==> src/hw/vfd_shift_chain.sv <==
// ---------------------------------------------------------------
// shared constants
// ---------------------------------------------------------------
package vfd_pkg;
    localparam int          VFD_STAGES     = 40;
    localparam logic [7:0]  VFD_CTRL_OFS   = 8'h00;
    localparam logic [7:0]  VFD_PINS_OFS   = 8'h04;
    localparam logic [7:0]  VFD_STGLO_OFS  = 8'h08;
    localparam logic [7:0]  VFD_STGHI_OFS  = 8'h0C;
    localparam logic [7:0]  VFD_LATLO_OFS  = 8'h10;
    localparam logic [7:0]  VFD_LATHI_OFS  = 8'h14;
    localparam int          VFD_CTRL_BLANK = 0;
    localparam logic        VFD_CTRL_RST   = 1'h1;
    localparam int          VFD_PIN_DIR    = 0;
    localparam int          VFD_PIN_BLANK  = 1;
    localparam int          VFD_PIN_TEST   = 2;
    localparam int          VFD_PIN_STROBE = 3;
    localparam logic        VFD_DIR_DFLT   = 1'h1;
    localparam logic        VFD_BLANK_DFLT = 1'h1;
    localparam logic        VFD_TEST_DFLT  = 1'h0;
endpackage : vfd_pkg

`timescale 1ns/1ps
`default_nettype none

// ---------------------------------------------------------------
// bidirectional shift chain
// ---------------------------------------------------------------
module vfd_shift_chain
    import vfd_pkg::*;
#(
    parameter int N = VFD_STAGES
) (
    input  wire logic         clk,
    input  wire logic         shift_en,
    input  wire logic         dir_up,
    input  wire logic         din,
    output logic [N-1:0]      stage_bits
);
    logic [N-1:0] stage_d;

    // no reset on purpose: contents are unknown until shifted
    always_comb begin
        if (!shift_en) begin
            stage_d = stage_bits;
        end else if (dir_up) begin
            stage_d = {stage_bits[N-2:0], din};
        end else begin
            stage_d = {din, stage_bits[N-1:1]};
        end
    end

    always_ff @(posedge clk) begin
        stage_bits <= stage_d;
    end
endmodule : vfd_shift_chain

`default_nettype wire

==> src/hw/vfd_driver.sv <==
// Summary of operation
// - serial clock rise shifts all 40 stages
// - serial out is stage 40 up, 1 down
// - latch holds while strobe low
// - strobe high passes stages, falling edge holds
// - blank forces low, test forces high unless blanked
// - direction and blank default high, test low
// - shift stages have no reset
//
// The implementer's own choices: the address map and the APB register port.
`timescale 1ns/1ps
`default_nettype none

module vfd_driver
    import vfd_pkg::*;
#(
    parameter int N = VFD_STAGES
) (
    input  wire logic         clk,
    input  wire logic         reset,
    input  wire logic         serial_clk,
    input  wire logic         serial_in,
    input  wire logic         shift_dir,
    input  wire logic         latch_strobe,
    input  wire logic         blank_n,
    input  wire logic         all_on_test,
    output logic              serial_out,
    output logic [N-1:0]      drive_out,
    input  wire logic         psel,
    input  wire logic         penable,
    input  wire logic         pwrite,
    input  wire logic [7:0]   paddr,
    input  wire logic [31:0]  pwdata,
    output logic [31:0]       prdata,
    output logic              pready,
    output logic              pslverr
);
    // ---------------------------------------------------------------
    // pin sampling
    // ---------------------------------------------------------------
    logic sclk_q, sclk_d;
    logic dir_q, dir_d;
    logic blank_n_q, blank_n_d;
    logic test_q, test_d;
    logic sclk_rise;

    always_comb begin
        sclk_d    = serial_clk;
        dir_d     = shift_dir;
        blank_n_d = blank_n;
        test_d    = all_on_test;
    end

    // reset levels match the pad pulls, as if the pins float
    always_ff @(posedge clk) begin
        if (reset) begin
            sclk_q    <= 1'h0;
            dir_q     <= VFD_DIR_DFLT;
            blank_n_q <= VFD_BLANK_DFLT;
            test_q    <= VFD_TEST_DFLT;
        end else begin
            sclk_q    <= sclk_d;
            dir_q     <= dir_d;
            blank_n_q <= blank_n_d;
            test_q    <= test_d;
        end
    end

    // direction taken from the pin at the edge, not a cycle late
    assign sclk_rise = serial_clk & ~sclk_q;

    // ---------------------------------------------------------------
    // shift register
    // ---------------------------------------------------------------
    logic [N-1:0] stage_bits;

    vfd_shift_chain #(.N(N)) u_chain (
        .clk        (clk),
        .shift_en   (sclk_rise),
        .dir_up     (shift_dir),
        .din        (serial_in),
        .stage_bits (stage_bits)
    );

    // ---------------------------------------------------------------
    // latch and output stage
    // ---------------------------------------------------------------
    logic [N-1:0] latch_out, latch_d;
    logic [N-1:0] drive_d;
    logic         serial_d;
    logic         sw_blank_q, sw_blank_d;

    always_comb begin
        latch_d = latch_strobe ? stage_bits : latch_out;
        serial_d = shift_dir ? stage_bits[N-1] : stage_bits[0];
        // software blank adds to the pin so boot stays dark
        if (!blank_n_q || sw_blank_q) begin
            drive_d = '0;
        end else if (test_q) begin
            drive_d = '1;
        end else begin
            drive_d = latch_out;
        end
    end

    // latch is data like the chain: no reset, unlike the outputs, sampled pins and apb registers
    always_ff @(posedge clk) begin
        latch_out <= latch_d;
    end

    always_ff @(posedge clk) begin
        if (reset) begin
            serial_out <= 1'h0;
            drive_out  <= '0;
        end else begin
            serial_out <= serial_d;
            drive_out  <= drive_d;
        end
    end

    // ---------------------------------------------------------------
    // apb slave
    // ---------------------------------------------------------------
    logic [31:0] prdata_d;
    logic        pready_d, pslverr_d;
    logic        setup, wr_go;

    function automatic logic addr_known(input logic [7:0] a);
        addr_known = (a == VFD_CTRL_OFS)  || (a == VFD_PINS_OFS)  ||
                     (a == VFD_STGLO_OFS) || (a == VFD_STGHI_OFS) ||
                     (a == VFD_LATLO_OFS) || (a == VFD_LATHI_OFS);
    endfunction : addr_known

    function automatic logic [31:0] hi_word(input logic [N-1:0] v);
        logic [63:0] w;
        w = 64'h0;
        w[N-1:0] = v;
        hi_word = {8'h00, w[55:32]} & 32'h000000FF;
    endfunction : hi_word

    assign setup = psel & ~penable;
    assign wr_go = psel & penable & pready & pwrite & ~pslverr;

    always_comb begin
        prdata_d   = 32'h0;
        pready_d   = setup;
        pslverr_d  = setup & ~addr_known(paddr);
        sw_blank_d = sw_blank_q;
        if (setup && !pwrite) begin
            case (paddr)
                VFD_CTRL_OFS:  prdata_d[VFD_CTRL_BLANK] = sw_blank_q;
                VFD_PINS_OFS: begin
                    prdata_d[VFD_PIN_DIR]    = dir_q;
                    prdata_d[VFD_PIN_BLANK]  = blank_n_q;
                    prdata_d[VFD_PIN_TEST]   = test_q;
                    prdata_d[VFD_PIN_STROBE] = latch_strobe;
                end
                VFD_STGLO_OFS: prdata_d = stage_bits[31:0];
                VFD_STGHI_OFS: prdata_d = hi_word(stage_bits);
                VFD_LATLO_OFS: prdata_d = latch_out[31:0];
                VFD_LATHI_OFS: prdata_d = hi_word(latch_out);
                default:       prdata_d = 32'h0;
            endcase
        end else if (psel && penable) begin
            prdata_d = prdata;
        end
        if (wr_go && paddr == VFD_CTRL_OFS) begin
            sw_blank_d = pwdata[VFD_CTRL_BLANK];
        end
    end

    always_ff @(posedge clk) begin
        if (reset) begin
            prdata     <= 32'h0;
            pready     <= 1'h0;
            pslverr    <= 1'h0;
            sw_blank_q <= VFD_CTRL_RST;
        end else begin
            prdata     <= prdata_d;
            pready     <= pready_d;
            pslverr    <= pslverr_d;
            sw_blank_q <= sw_blank_d;
        end
    end

    // ---------------------------------------------------------------
    // checks
    // ---------------------------------------------------------------
    // case equality: unfilled stages stay unknown until a full frame
    chk_shift_up: assert property (@(posedge clk) disable iff (reset)
        sclk_rise && shift_dir |=>
            stage_bits === {$past(stage_bits[N-2:0]), $past(serial_in)})
        else $error("upward shift wrong");
    chk_shift_down: assert property (@(posedge clk) disable iff (reset)
        sclk_rise && !shift_dir |=>
            stage_bits === {$past(serial_in), $past(stage_bits[N-1:1])})
        else $error("downward shift wrong");
    chk_shift_idle: assert property (@(posedge clk) disable iff (reset)
        !sclk_rise |=> stage_bits === $past(stage_bits))
        else $error("stages moved without serial clock rise");
    chk_serial_tap: assert property (@(posedge clk) disable iff (reset)
        ##1 serial_out === ($past(shift_dir) ? $past(stage_bits[N-1])
                                             : $past(stage_bits[0])))
        else $error("serial out taps wrong stage");
    chk_latch_hold: assert property (@(posedge clk) disable iff (reset)
        !latch_strobe |=> latch_out === $past(latch_out))
        else $error("latch changed with strobe low");
    chk_latch_pass: assert property (@(posedge clk) disable iff (reset)
        latch_strobe |=> latch_out === $past(stage_bits))
        else $error("latch not transparent");
    chk_blank_low: assert property (@(posedge clk) disable iff (reset)
        !blank_n_q |=> drive_out == '0)
        else $error("outputs not blanked");
    chk_test_high: assert property (@(posedge clk) disable iff (reset)
        blank_n_q && test_q && !sw_blank_q |=> drive_out == '1)
        else $error("test did not light all outputs");
    chk_pin_dflt: assert property (@(posedge clk) disable iff (reset)
        $fell(reset) |-> dir_q && blank_n_q && !test_q)
        else $error("pin defaults wrong after reset");
endmodule : vfd_driver

`default_nettype wire

==> config.mk <==
export PLATFORM = sky130hd
export DESIGN_NAME = vfd_driver
export DESIGN_NICKNAME = d
export VERILOG_FILES = /design/src/hw/vfd_shift_chain.sv /design/src/hw/vfd_driver.sv
export SDC_FILE = /design/constraint.sdc
export NUM_CORES = 1
export LEC_CHECK = 0
export ABC_AREA = 1
export CORE_MARGIN = 1
export CORE_UTILIZATION = 45
export DETAILED_ROUTE_END_ITERATION = 12
export DONT_BUFFER_PORTS = 1
export PLACE_DENSITY_LB_ADDON = 0.2
export SETUP_SLACK_MARGIN = 0.2
export SYNTH_ARGS = -nofsm -noshare
export SYNTH_HDL_FRONTEND = slang
export SYNTH_HIERARCHICAL = 1
export SYNTH_SLANG_ARGS = --single-unit
==> constraint.sdc <==
create_clock -name clk -period 5.9 [get_ports clk]
set_input_delay 1.18 -clock clk [delete_from_list [all_inputs] [get_ports clk]]
set_output_delay 1.18 -clock clk [all_outputs]
set_load 0.005 [all_outputs]
==> results of run 1 <==
-- Yosys cell counts (2+ instances only) --
cell      number
nand3_1       56
o21ai_2       10
buf_6          7
nand2_2       14
a21oi_2       10
buf_1          2
buf_8          2
o21ai_1        8
inv_2          6
o21ai_0       17
edfxtp_1      80
inv_1         39
dfxtp_1       80
nand2_1      199
nor2_2         2
nor2_1        38
buf_4          4
clkbuf_1      12
clkbuf_8       3
buf_2          7
a21oi_1       50
-- cell type report --
| type | instances | share of cell area [%] |
|---|---|---|
| Timing Repair Buffer | 2 | 0.217 |
| Tap cell | 180 | 3.25 |
| Inverter | 46 | 2.60 |
| Clock inverter | 14 | 2.35 |
| Multi-Input combinational cell | 412 | 27.6 |
| Clock buffer | 18 | 6.19 |
| Sequential cell | 160 | 57.8 |
-- sequential cells by signal, summed over array words and instances, names as in the netlist --
name                cells
drive_out              40
latch_out              40
u_chain/stage_bits     40
prdata                 32
blank_n_q               1
dir_q                   1
pready                  1
pslverr                 1
sclk_q                  1
serial_out              1
sw_blank_q              1
test_q                  1
-- power by group --
group	switching (mW)	leakage, nW	internal (mW)
logic	0.0571	1.06	0.0210
clock network	0.438	0.287	0.663
registers	0.0316	1.43	1.22
total	0.527	2.77	1.90
-- metal layers --
layer  global-route usage [%]  vias up
li1                         -     2112
met2                     30.5      145
met5                        0        -
met1                     26.4     2054
met3                     6.11       16
met4                     7.18        0
-- cell families (layout without fill, tap and decap cells) --
kind of cell           Yosys count  in the layout  share of synthesized area [%]
buffers and inverters           85             80                           7.42
AO/OA/AOI/OAI                   96             96                           8.76
AND/OR/NAND/NOR                316            316                           21.0
flip-flops                     160            160                           62.8
-- worst reg2reg max path, cell delays in order, from the launching register on --
cell and delay (ns):
dfxtp_1 0.29, inv_1 0.09, nand3_1 0.56, buf_4 0.47, a21oi_1 0.19
-- metrics by stage --
step	cell area [um^2]	utilization, %	setup WS, ns	std cells	power, mW
global route	6930	50.1	3.05	832	2.51
CTS	6930	50.1	3.28	832	2.45
global placement	6340	45.8	2.90	800	1.35
detailed placement	6340	45.8	2.83	800	1.35
floorplan	6370	-	2.54	657	1.34
finish	6930	50.1	3.23	832	2.43
-- worst min path at each step --
| stage | end | slack [ns] |
|---|---|---|
| global route | prdata[29] | 0.51 |
| detailed placement | prdata[25] | 0.48 |
| floorplan | prdata[0] | 0.46 |
| finish | prdata[26] | 0.48 |
| global placement | prdata[27] | 0.47 |
| CTS | prdata[25] | 0.48 |
==> metrics.csv, run 1 <==
stage;metric;value;unit
run_status;status;finished clean;
placed_design;GPL Wtd Cong;0.796;
worst_setup_path;Crit path max-delay family;simple AND/OR/NAND/NOR gates;
route;WL met3;1.06;mm
logic_synthesis;FFs w/ async S/R, synth;0;%
job;max_cap viols;0;
logic_synthesis;Synth Warn #;6;
logic_synthesis;area leader, netlist;edfxtp_1;
cells_and_area;multi-input logic area;1910;um^2
logic_synthesis;sequential fraction of the synthesis area;62.8;%
logic_synthesis;top_reg_cell synth;edfxtp_1;
logic_synthesis;average size of a mapped cell;9.70;um^2
global_routing;pin count of the biggest net entering global routing;48;
hold_path;worst hold path depth;2;
worst_setup_path;Buf+Inv Stages, Crit Path;1;
logic_synthesis;post-synth net total;708;
cells_and_area;Layout Nets;690;
hold_path;HP Class;reg2reg;
placed_design;PortBufs;0;
placed_design;DP Wirelength;8.30;mm
worst_setup_path;CP dominant cell by count;nand2_1;
worst_setup_path;critical-path cell list;inv_1, nand2_1, nor2_4, nand2_1, nor3_1, nand2_1, o211ai_1;
timing;worst hold margin;0.481;ns
worst_setup_path;Setup crit end;sw_blank_q;
worst_setup_path;WP depth;7;
clock_tree;CTS Buffer Depth;2;
worst_setup_path;crit path DAT;3.01;ns
global_routing;vias in the first global route;4324;
worst_setup_path;startpoint types;primary input;
worst_setup_path;worst reg2reg endpoint;drive_out[19];
worst_setup_path;Crit-path slowest cell;nor2_4;
timing;Worst slew margin;22.2;%
clock_tree;Clock Sink Count;160;
clock_tree;post-cts resize count;0;
power;VDD IR max;0.000212;V
worst_setup_path;CP Max Fanout;47;
floorplanning;Die Y;121;um
timing;worst slew pin tran;1.16;ns
route;max layer used;met4;
timing;period utilisation layout;45.2;%
clock_tree;# hold bufs at CTS;0;
clock_tree;Worst-path clk slew;0.06;ns
hold_path;HP Start;prdata[26];
clock_tree;clk_lat worst skew;0.43;ns
timing;Final Hold Viols;0;
clock_tree;CTS HTree Levels;4;
logic_synthesis;Cell Area, Synth;6370;um^2
route;Vias/cell;5.20;
route;WL per Instance;16.4;um
logic_synthesis;Cells after Synth;657;
worst_setup_path;FF-to-FF Start;sw_blank_q;
route;WL met2;6.33;mm
worst_setup_path;worst reg-to-reg setup slack;4.21;ns
route;first-pass iteration count of the detailed router;7;
floorplanning;die width;121;um
power;power density cells;351;nW/um^2
timing;final setup TNS;0;ns
worst_setup_path;worst setup path start;paddr[6];
cells_and_area;Layout area overhead;8.74;%
floorplanning;die footprint;14600;um^2
worst_setup_path;worst endpoint required time;6.24;ns
worst_setup_path;CP endpoint kind;flop;
route;met1 wire length;6.07;mm
route;drt drc;0;
worst_setup_path;slowest cell delay on critical path;0.84;ns
global_routing;first-pass GRT wire length;22.2;mm
clock_tree;cts bufs inserted;17;
logic_synthesis;synth top area cells;edfxtp_1 (38%), dfxtp_1 (25%), nand2_1 (12%);
logic_synthesis;Yosys top cell area share;37.7;%
cells_and_area;commonest non-fill, non-tap cell in the layout;nand2_1;
cells_and_area;Filler cells;1263;
cells_and_area;FF+latch area;4000;um^2
timing;Slew Limit Fails;0;
cells_and_area;commonest non-fill, non-tap cells in the layout;nand2_1 (199), dfxtp_1 (80), edfxtp_1 (80), nand3_1 (56), a21oi_1 (50);
floorplanning;CORE AREA;13800;um^2
timing;Tmin final;2.67;ns
global_routing;total gr overflow;0;
route;Initial DRC Count;357;
floorplanning;I/O Pins;126;
clock_tree;CTS tree;yes;
logic_synthesis;register bit total from synthesis;160;
route;total number of vias;4327;
floorplanning;Initial Util;46.1;%
global_routing;Global Route Usage Sum;19.9;%
worst_setup_path;Crit Path Category;in2reg;
cells_and_area;diode count;0;
timing;Clock Skew;0.00782;ns
logic_synthesis;synth unique cells;32;
floorplanning;row count;43;
global_routing;antenna violations before repair;0;
power;leakage power;2.77;nW
route;DRT antenna net count;0;
clock_tree;root buffer cell;clkbuf_16;
cells_and_area;share of post-route cells with drive strength above 1;12.3;%
clock_tree;post-CTS setup buffers;0;
timing;final setup fails;0;
timing;RSZ-0062 raised after global routing;false;
worst_setup_path;Reg2Reg Depth;4;
timing;FMAX;375;MHz
route;Post-Route WL;13.6;mm
logic_synthesis;number of synthesized flops with an enable pin;80;
No activity file was read; power rests on OpenSTA's default activity.
==> inputs of run 2 (changes only) <==
clock period = 2.45 ns   (was 5.9 ns; I/O delays follow)
==> metrics.csv, run 2 (synthesis gave the netlist of run 1 again) <==
stage;metric;value;unit;change
route;WL per Instance;16.2;um;-1.2%
floorplanning;Initial Util;46.1;%;unchanged
clock_tree;CTS Buffer Depth;2;;unchanged
cells_and_area;FF+latch area;4000;um^2;unchanged
global_routing;first-pass GRT wire length;22.3;mm;+0.37%
worst_setup_path;Crit-path slowest cell;nand2_2;;
global_routing;antenna violations before repair;0;;unchanged
cells_and_area;fin util;50.3;%;+0.22 points
global_routing;vias in the first global route;4325;;+0.023%
floorplanning;die footprint;14600;um^2;unchanged
worst_setup_path;startpoint types;primary input;;
cells_and_area;Filler cells;1263;;unchanged
timing;final setup fails;0;;unchanged
cells_and_area;Layout Nets;699;;+1.3%
floorplanning;Die Y;121;um;unchanged
clock_tree;Clock Sink Count;160;;unchanged
power;power density cells;816;nW/um^2;+130%
placed_design;PortBufs;0;;unchanged
power;total power;5.68;mW;+130%
route;total number of vias;4334;;+0.16%
timing;Slew Limit Fails;0;;unchanged
hold_path;HP Class;in2reg;;
clock_tree;post-CTS setup buffers;0;;unchanged
power;Internal;4.41;mW;+130%
global_routing;Global Route Usage Sum;20.3;%;+0.36 points
worst_setup_path;CP dominant cell by count;o21ai_0;;
clock_tree;CTS HTree Levels;4;;unchanged
worst_setup_path;CP Max Fanout;29;;-38%
power;sw frac;22.3;%;+0.63 points
worst_setup_path;Crit Path Category;in2reg;;
route;drt drc;0;;unchanged
placed_design;DP Wirelength;8.63;mm;+3.9%
timing;worst slew pin tran;0.718;ns;-0.446 ns
timing;final setup TNS;0;ns;unchanged
worst_setup_path;worst endpoint required time;2.81;ns;-3.43 ns
worst_setup_path;critical-path cell list;inv_2, nand2_4, nor2_8, nand2_2, o21ai_0, o21ai_0, a21oi_1;;
cells_and_area;Layout area overhead;9.21;%;
route;Vias/cell;5.15;;-0.91%
job;max_cap viols;0;;unchanged
clock_tree;cts bufs inserted;17;;unchanged
clock_tree;Worst-path clk slew;0.06;ns;about the same
floorplanning;die width;121;um;unchanged
power;VDD IR max;0.000466;V;+120%
cells_and_area;diode count;0;;unchanged
power;leakage power;2.80;nW;+0.82%
cells_and_area;Largest regs;drive_out x40, latch_out x40, u_chain/stage_bits x40;;
clock_tree;post-cts resize count;0;;unchanged
floorplanning;CORE AREA;13800;um^2;unchanged
timing;Clock Skew;0.00659;ns;-0.00123 ns
clock_tree;CTS tree;yes;;
route;DRT antenna net count;0;;unchanged
power;Clock Power Share;43.6;%;-1.7 points
route;Post-Route WL;13.6;mm;about the same
floorplanning;row count;43;;unchanged
cells_and_area;multi-input logic area;1910;um^2;unchanged
clock_tree;root buffer cell;clkbuf_16;;
power;switching pwr;1.27;mW;+140%
clock_tree;# hold bufs at CTS;0;;unchanged
clock_tree;clk_lat worst skew;0.42;ns;about the same
placed_design;GPL Wtd Cong;0.775;;-2.7%
timing;worst hold margin;0.119;ns;-0.362 ns
timing;period utilisation layout;60.6;%;
timing;RSZ-0062 raised after global routing;false;;
worst_setup_path;slowest cell delay on critical path;0.42;ns;-0.42 ns
timing;Tmin final;1.48;ns;
route;first-pass iteration count of the detailed router;4;;-3
timing;FMAX;674;MHz;
cells_and_area;commonest non-fill, non-tap cells in the layout;nand2_1 (199), dfxtp_1 (80), edfxtp_1 (80), nand3_1 (56), a21oi_1 (50);;
worst_setup_path;CP endpoint kind;flop;;
power;Seq pwr share;53.0;%;+1.6 points
floorplanning;I/O Pins;126;;unchanged
route;Initial DRC Count;327;;-8.4%
worst_setup_path;crit path DAT;1.84;ns;-1.17 ns
timing;Worst slew margin;51.9;%;+30 points
run_status;status;finished clean;;
cells_and_area;commonest non-fill, non-tap cell in the layout;nand2_1;;
global_routing;pin count of the biggest net entering global routing;44;;-8.3%
power;combinational share of power;3.5;%;+0.3 points
timing;Final Hold Viols;0;;unchanged
global_routing;total gr overflow;0;;unchanged
cells_and_area;share of post-route cells with drive strength above 1;13.8;%;+1.5 points
[run 2: final cells by class]
type	count	area share [%]
clock buffer	19	6.36
clock inverter	13	1.60
timing repair buffer	11	1.19
multi-input combinational	412	27.5
sequential	160	57.5
inverter	46	2.59
tap	180	3.24
[run 2: power by group through the flow]
stage / combinational (mW) / clock, mW / sequential (mW)
6_report: 0.198 / 2.47 / 3.01
5_1_grt: 0.228 / 2.65 / 3.02
4_1_cts: 0.201 / 2.53 / 3.01
3_5_place_dp: 0.200 / 0 / 3.06
3_3_place_gp: 0.193 / 0 / 3.06
2_1_floorplan: 0.190 / 0 / 3.04
[run 2: final timing paths]
check / slack [ns] / start / endpoint / depth (start not counted)
worst max-delay path: 0.97 / paddr[0] / prdata[7] / 7
worst min-delay path: 0.12 / reset / prdata[18] / 1
worst max register to register: 1.19 / sclk_q / u_chain/stage_bits[39] / 2
worst min register to register: 0.48 / prdata[23] / prdata[23] / 2
[run 2: per-layer routing]
metal  part of all wire [%]  GRT usage, %  up-vias
li1                       -             -     2127
met1                     45          26.2     2085
met2                     48          32.3      109
met3                    5.3          4.79       13
met4                    1.4          8.87        0
met5                      0             0        -
[run 2: stage by stage]
| stage | setup WS, ns | std cells | cell area [um^2] |
|---|---|---|---|
| 3_3_place_gp | 0.587 | 809 | 6400 |
| 5_1_grt | 0.842 | 841 | 6960 |
| 6_report | 0.966 | 841 | 6960 |
| 2_1_floorplan | 0.472 | 657 | 6370 |
| 4_1_cts | 0.970 | 841 | 6960 |
| 3_5_place_dp | 0.538 | 809 | 6400 |
[run 2: critical path: cells and delay by family]
family	cells	cell delay, ns
and+or+nand+nor	3	0.68
AOI/OAI and AO/OA	3	0.63
buffers and inverters	1	0.05
==> inputs of run 3 (changes only) <==
clock period = 1.38 ns   (was 2.45 ns; I/O delays follow)
==> metrics.csv, run 3 (synthesis gave the netlist of run 1 again) <==
stage;metric;value;unit;change
run_status;status;complete, but fails checks;;
run_status;failing checks;negative hold slack;;
floorplanning;row count;43;;unchanged
clock_tree;# hold bufs at CTS;7;;+7
cells_and_area;Largest regs;drive_out x40, latch_out x40, u_chain/stage_bits x40;;
worst_setup_path;CP endpoint kind;output pin;;
cells_and_area;commonest non-fill, non-tap cells in the layout;nand2_1 (199), edfxtp_1 (80), dfxtp_1 (79), nand3_1 (56), a21oi_1 (50);;
timing;Tmin final;1.08;ns;
global_routing;first-pass GRT wire length;22.2;mm;-0.65%
worst_setup_path;worst reg-to-reg setup slack;0.31;ns;-0.88 ns
placed_design;Placed Cells incl. Taps;813;;+0.49%
route;first-pass iteration count of the detailed router;9;;+5
job;max_cap viols;0;;unchanged
worst_setup_path;FF-to-FF Start;test_q;;
cells_and_area;diode count;0;;unchanged
clock_tree;cts bufs inserted;17;;unchanged
clock_tree;CTS HTree Levels;4;;unchanged
route;total number of vias;4360;;+0.60%
route;Vias/cell;5.11;;-0.93%
hold_path;worst hold path depth;1;;unchanged
power;sw frac;21.7;%;-0.64 points
worst_setup_path;worst endpoint required time;1.10;ns;-1.71 ns
power;VDD IR max;0.000984;V;+110%
cells_and_area;fin cells;854;;+1.5%
hold_path;WHS Endpoint;prdata[20];;
clock_tree;root buffer cell;clkbuf_16;;
route;DRT antenna net count;0;;unchanged
timing;period utilisation layout;78.4;%;
route;met1 wire length;6.25;mm;+1.1%
timing;Final Hold Viols;73;;+73
clock_tree;CTS tree;yes;;
cells_and_area;share of post-route cells with drive strength above 1;14.5;%;+0.77 points
global_routing;vias in the first global route;4271;;-1.2%
route;WL met3;722;um;-0.14%
timing;final setup fails;0;;unchanged
worst_setup_path;Reg2Reg Depth;2;;unchanged
timing;worst hold margin;-0.0974;ns;-0.216 ns
timing;Worst slew margin;65.6;%;+14 points
floorplanning;I/O Pins;126;;unchanged
global_routing;total gr overflow;0;;unchanged
cells_and_area;commonest non-fill, non-tap cell in the layout;nand2_1;;
worst_setup_path;worst reg2reg endpoint;drive_out[4];;
placed_design;DP Wirelength;8.59;mm;-0.39%
timing;final setup TNS;0;ns;unchanged
route;drt drc;0;;unchanged
worst_setup_path;Crit Path Category;reg2out;;
clock_tree;Worst-path clk slew;0.06;ns;about the same
power;switching pwr;2.20;mW;+74%
global_routing;Global Route Usage Sum;19.9;%;-0.37 points
power;leakage power;2.90;nW;+3.7%
clock_tree;Clock Sink Count;160;;unchanged
route;Initial DRC Count;224;;-31%
power;combinational share of power;3.9;%;+0.4 points
hold_path;HP Start;reset;;
floorplanning;die footprint;14600;um^2;unchanged
timing;Slew Limit Fails;0;;unchanged
power;Clock Power Share;43.6;%;about the same
clock_tree;CTS Buffer Depth;2;;unchanged
route;Post-Route WL;13.5;mm;-0.81%
floorplanning;CORE AREA;13800;um^2;unchanged
timing;FMAX;924;MHz;
floorplanning;die width;121;um;unchanged
floorplanning;Initial Util;46.1;%;unchanged
power;power density cells;1420;nW/um^2;+74%
timing;worst slew pin tran;0.516;ns;-0.203 ns
worst_setup_path;CP Max Fanout;2;;-93%
worst_setup_path;startpoint types;flop;;
power;Seq pwr share;52.5;%;-0.5 points
route;WL per Instance;15.8;um;-2.3%
route;max layer used;met4;;
cells_and_area;Layout Nets;712;;+1.9%
worst_setup_path;crit path DAT;0.81;ns;-1.03 ns
global_routing;antenna violations before repair;0;;unchanged
timing;RSZ-0062 raised after global routing;false;;
hold_path;HP Class;in2reg;;
clock_tree;post-cts resize count;0;;unchanged
route;WL met2;6.35;mm;-2.6%
global_routing;pin count of the biggest net entering global routing;44;;unchanged
placed_design;GPL Wtd Cong;0.781;;+0.76%
floorplanning;Die Y;121;um;unchanged
placed_design;PortBufs;0;;unchanged
timing;Clock Skew;0.00735;ns;+0.000757 ns
power;Internal;7.97;mW;+81%
cells_and_area;Layout area overhead;12.5;%;
clock_tree;clk_lat worst skew;0.43;ns;about the same
-- run 3: power groups by stage --
stage	clock, mW	sequential (mW)	combinational, mW
after CTS	4.51	5.34	0.396
after global routing	4.71	5.36	0.454
after detailed placement	0	5.44	0.377
after global placement	0	5.43	0.366
final	4.43	5.33	0.401
after floorplan	0	5.39	0.340
-- run 3: layer usage --
metal | vias to the layer above | GRT usage, %
li1 | 2157 | -
met1 | 2067 | 26.9
met2 | 118 | 30.8
met3 | 18 | 4.75
met4 | 0 | 7.72
met5 | - | 0
-- run 3: layout make-up --
type | count | area (um^2)
Clock inverter | 10 | 83.8
Timing Repair Buffer | 24 | 283
Clock buffer | 22 | 475
Multi-Input combinational cell | 412 | 1910
Fill cell | 1236 | 6660
Inverter | 46 | 185
Tap cell | 180 | 225
Sequential cell | 160 | 4010
-- run 3: timing repair --
item,4_1_cts,5_1_grt
setup buffers,0,3
endpoints found under the setup margin,0,2
hold endpoints to repair,78,73
-- run 3: worst max path at each step --
stage	slack, ns	cells past startpoint	start	endpoint
after floorplan	0.07	1	sclk_q	u_chain/stage_bits[0]
after global placement	0.06	9	paddr[6]	prdata[3]
after detailed placement	0.04	8	paddr[6]	prdata[22]
after CTS	0.23	4	shift_dir	dir_q
after global routing	0.21	2	test_q	drive_out[10]
final	0.30	0	prdata[12]	prdata[12]
-- run 3: stage by stage --
step / setup slack (ns) / power [mW] / cell area, um^2 / hold slack, ns / utilization (%)
global route: 0.207 / 10.5 / 7170 / -0.112 / 51.9
detailed placement: 0.0439 / 5.82 / 6530 / 0.342 / 47.2
global placement: 0.0553 / 5.80 / 6530 / 0.343 / 47.2
floorplan: 0.0749 / 5.73 / 6390 / 0.380 / -
finish: 0.298 / 10.2 / 7170 / -0.0974 / 51.9
CTS: 0.226 / 10.2 / 7160 / -0.111 / 51.8
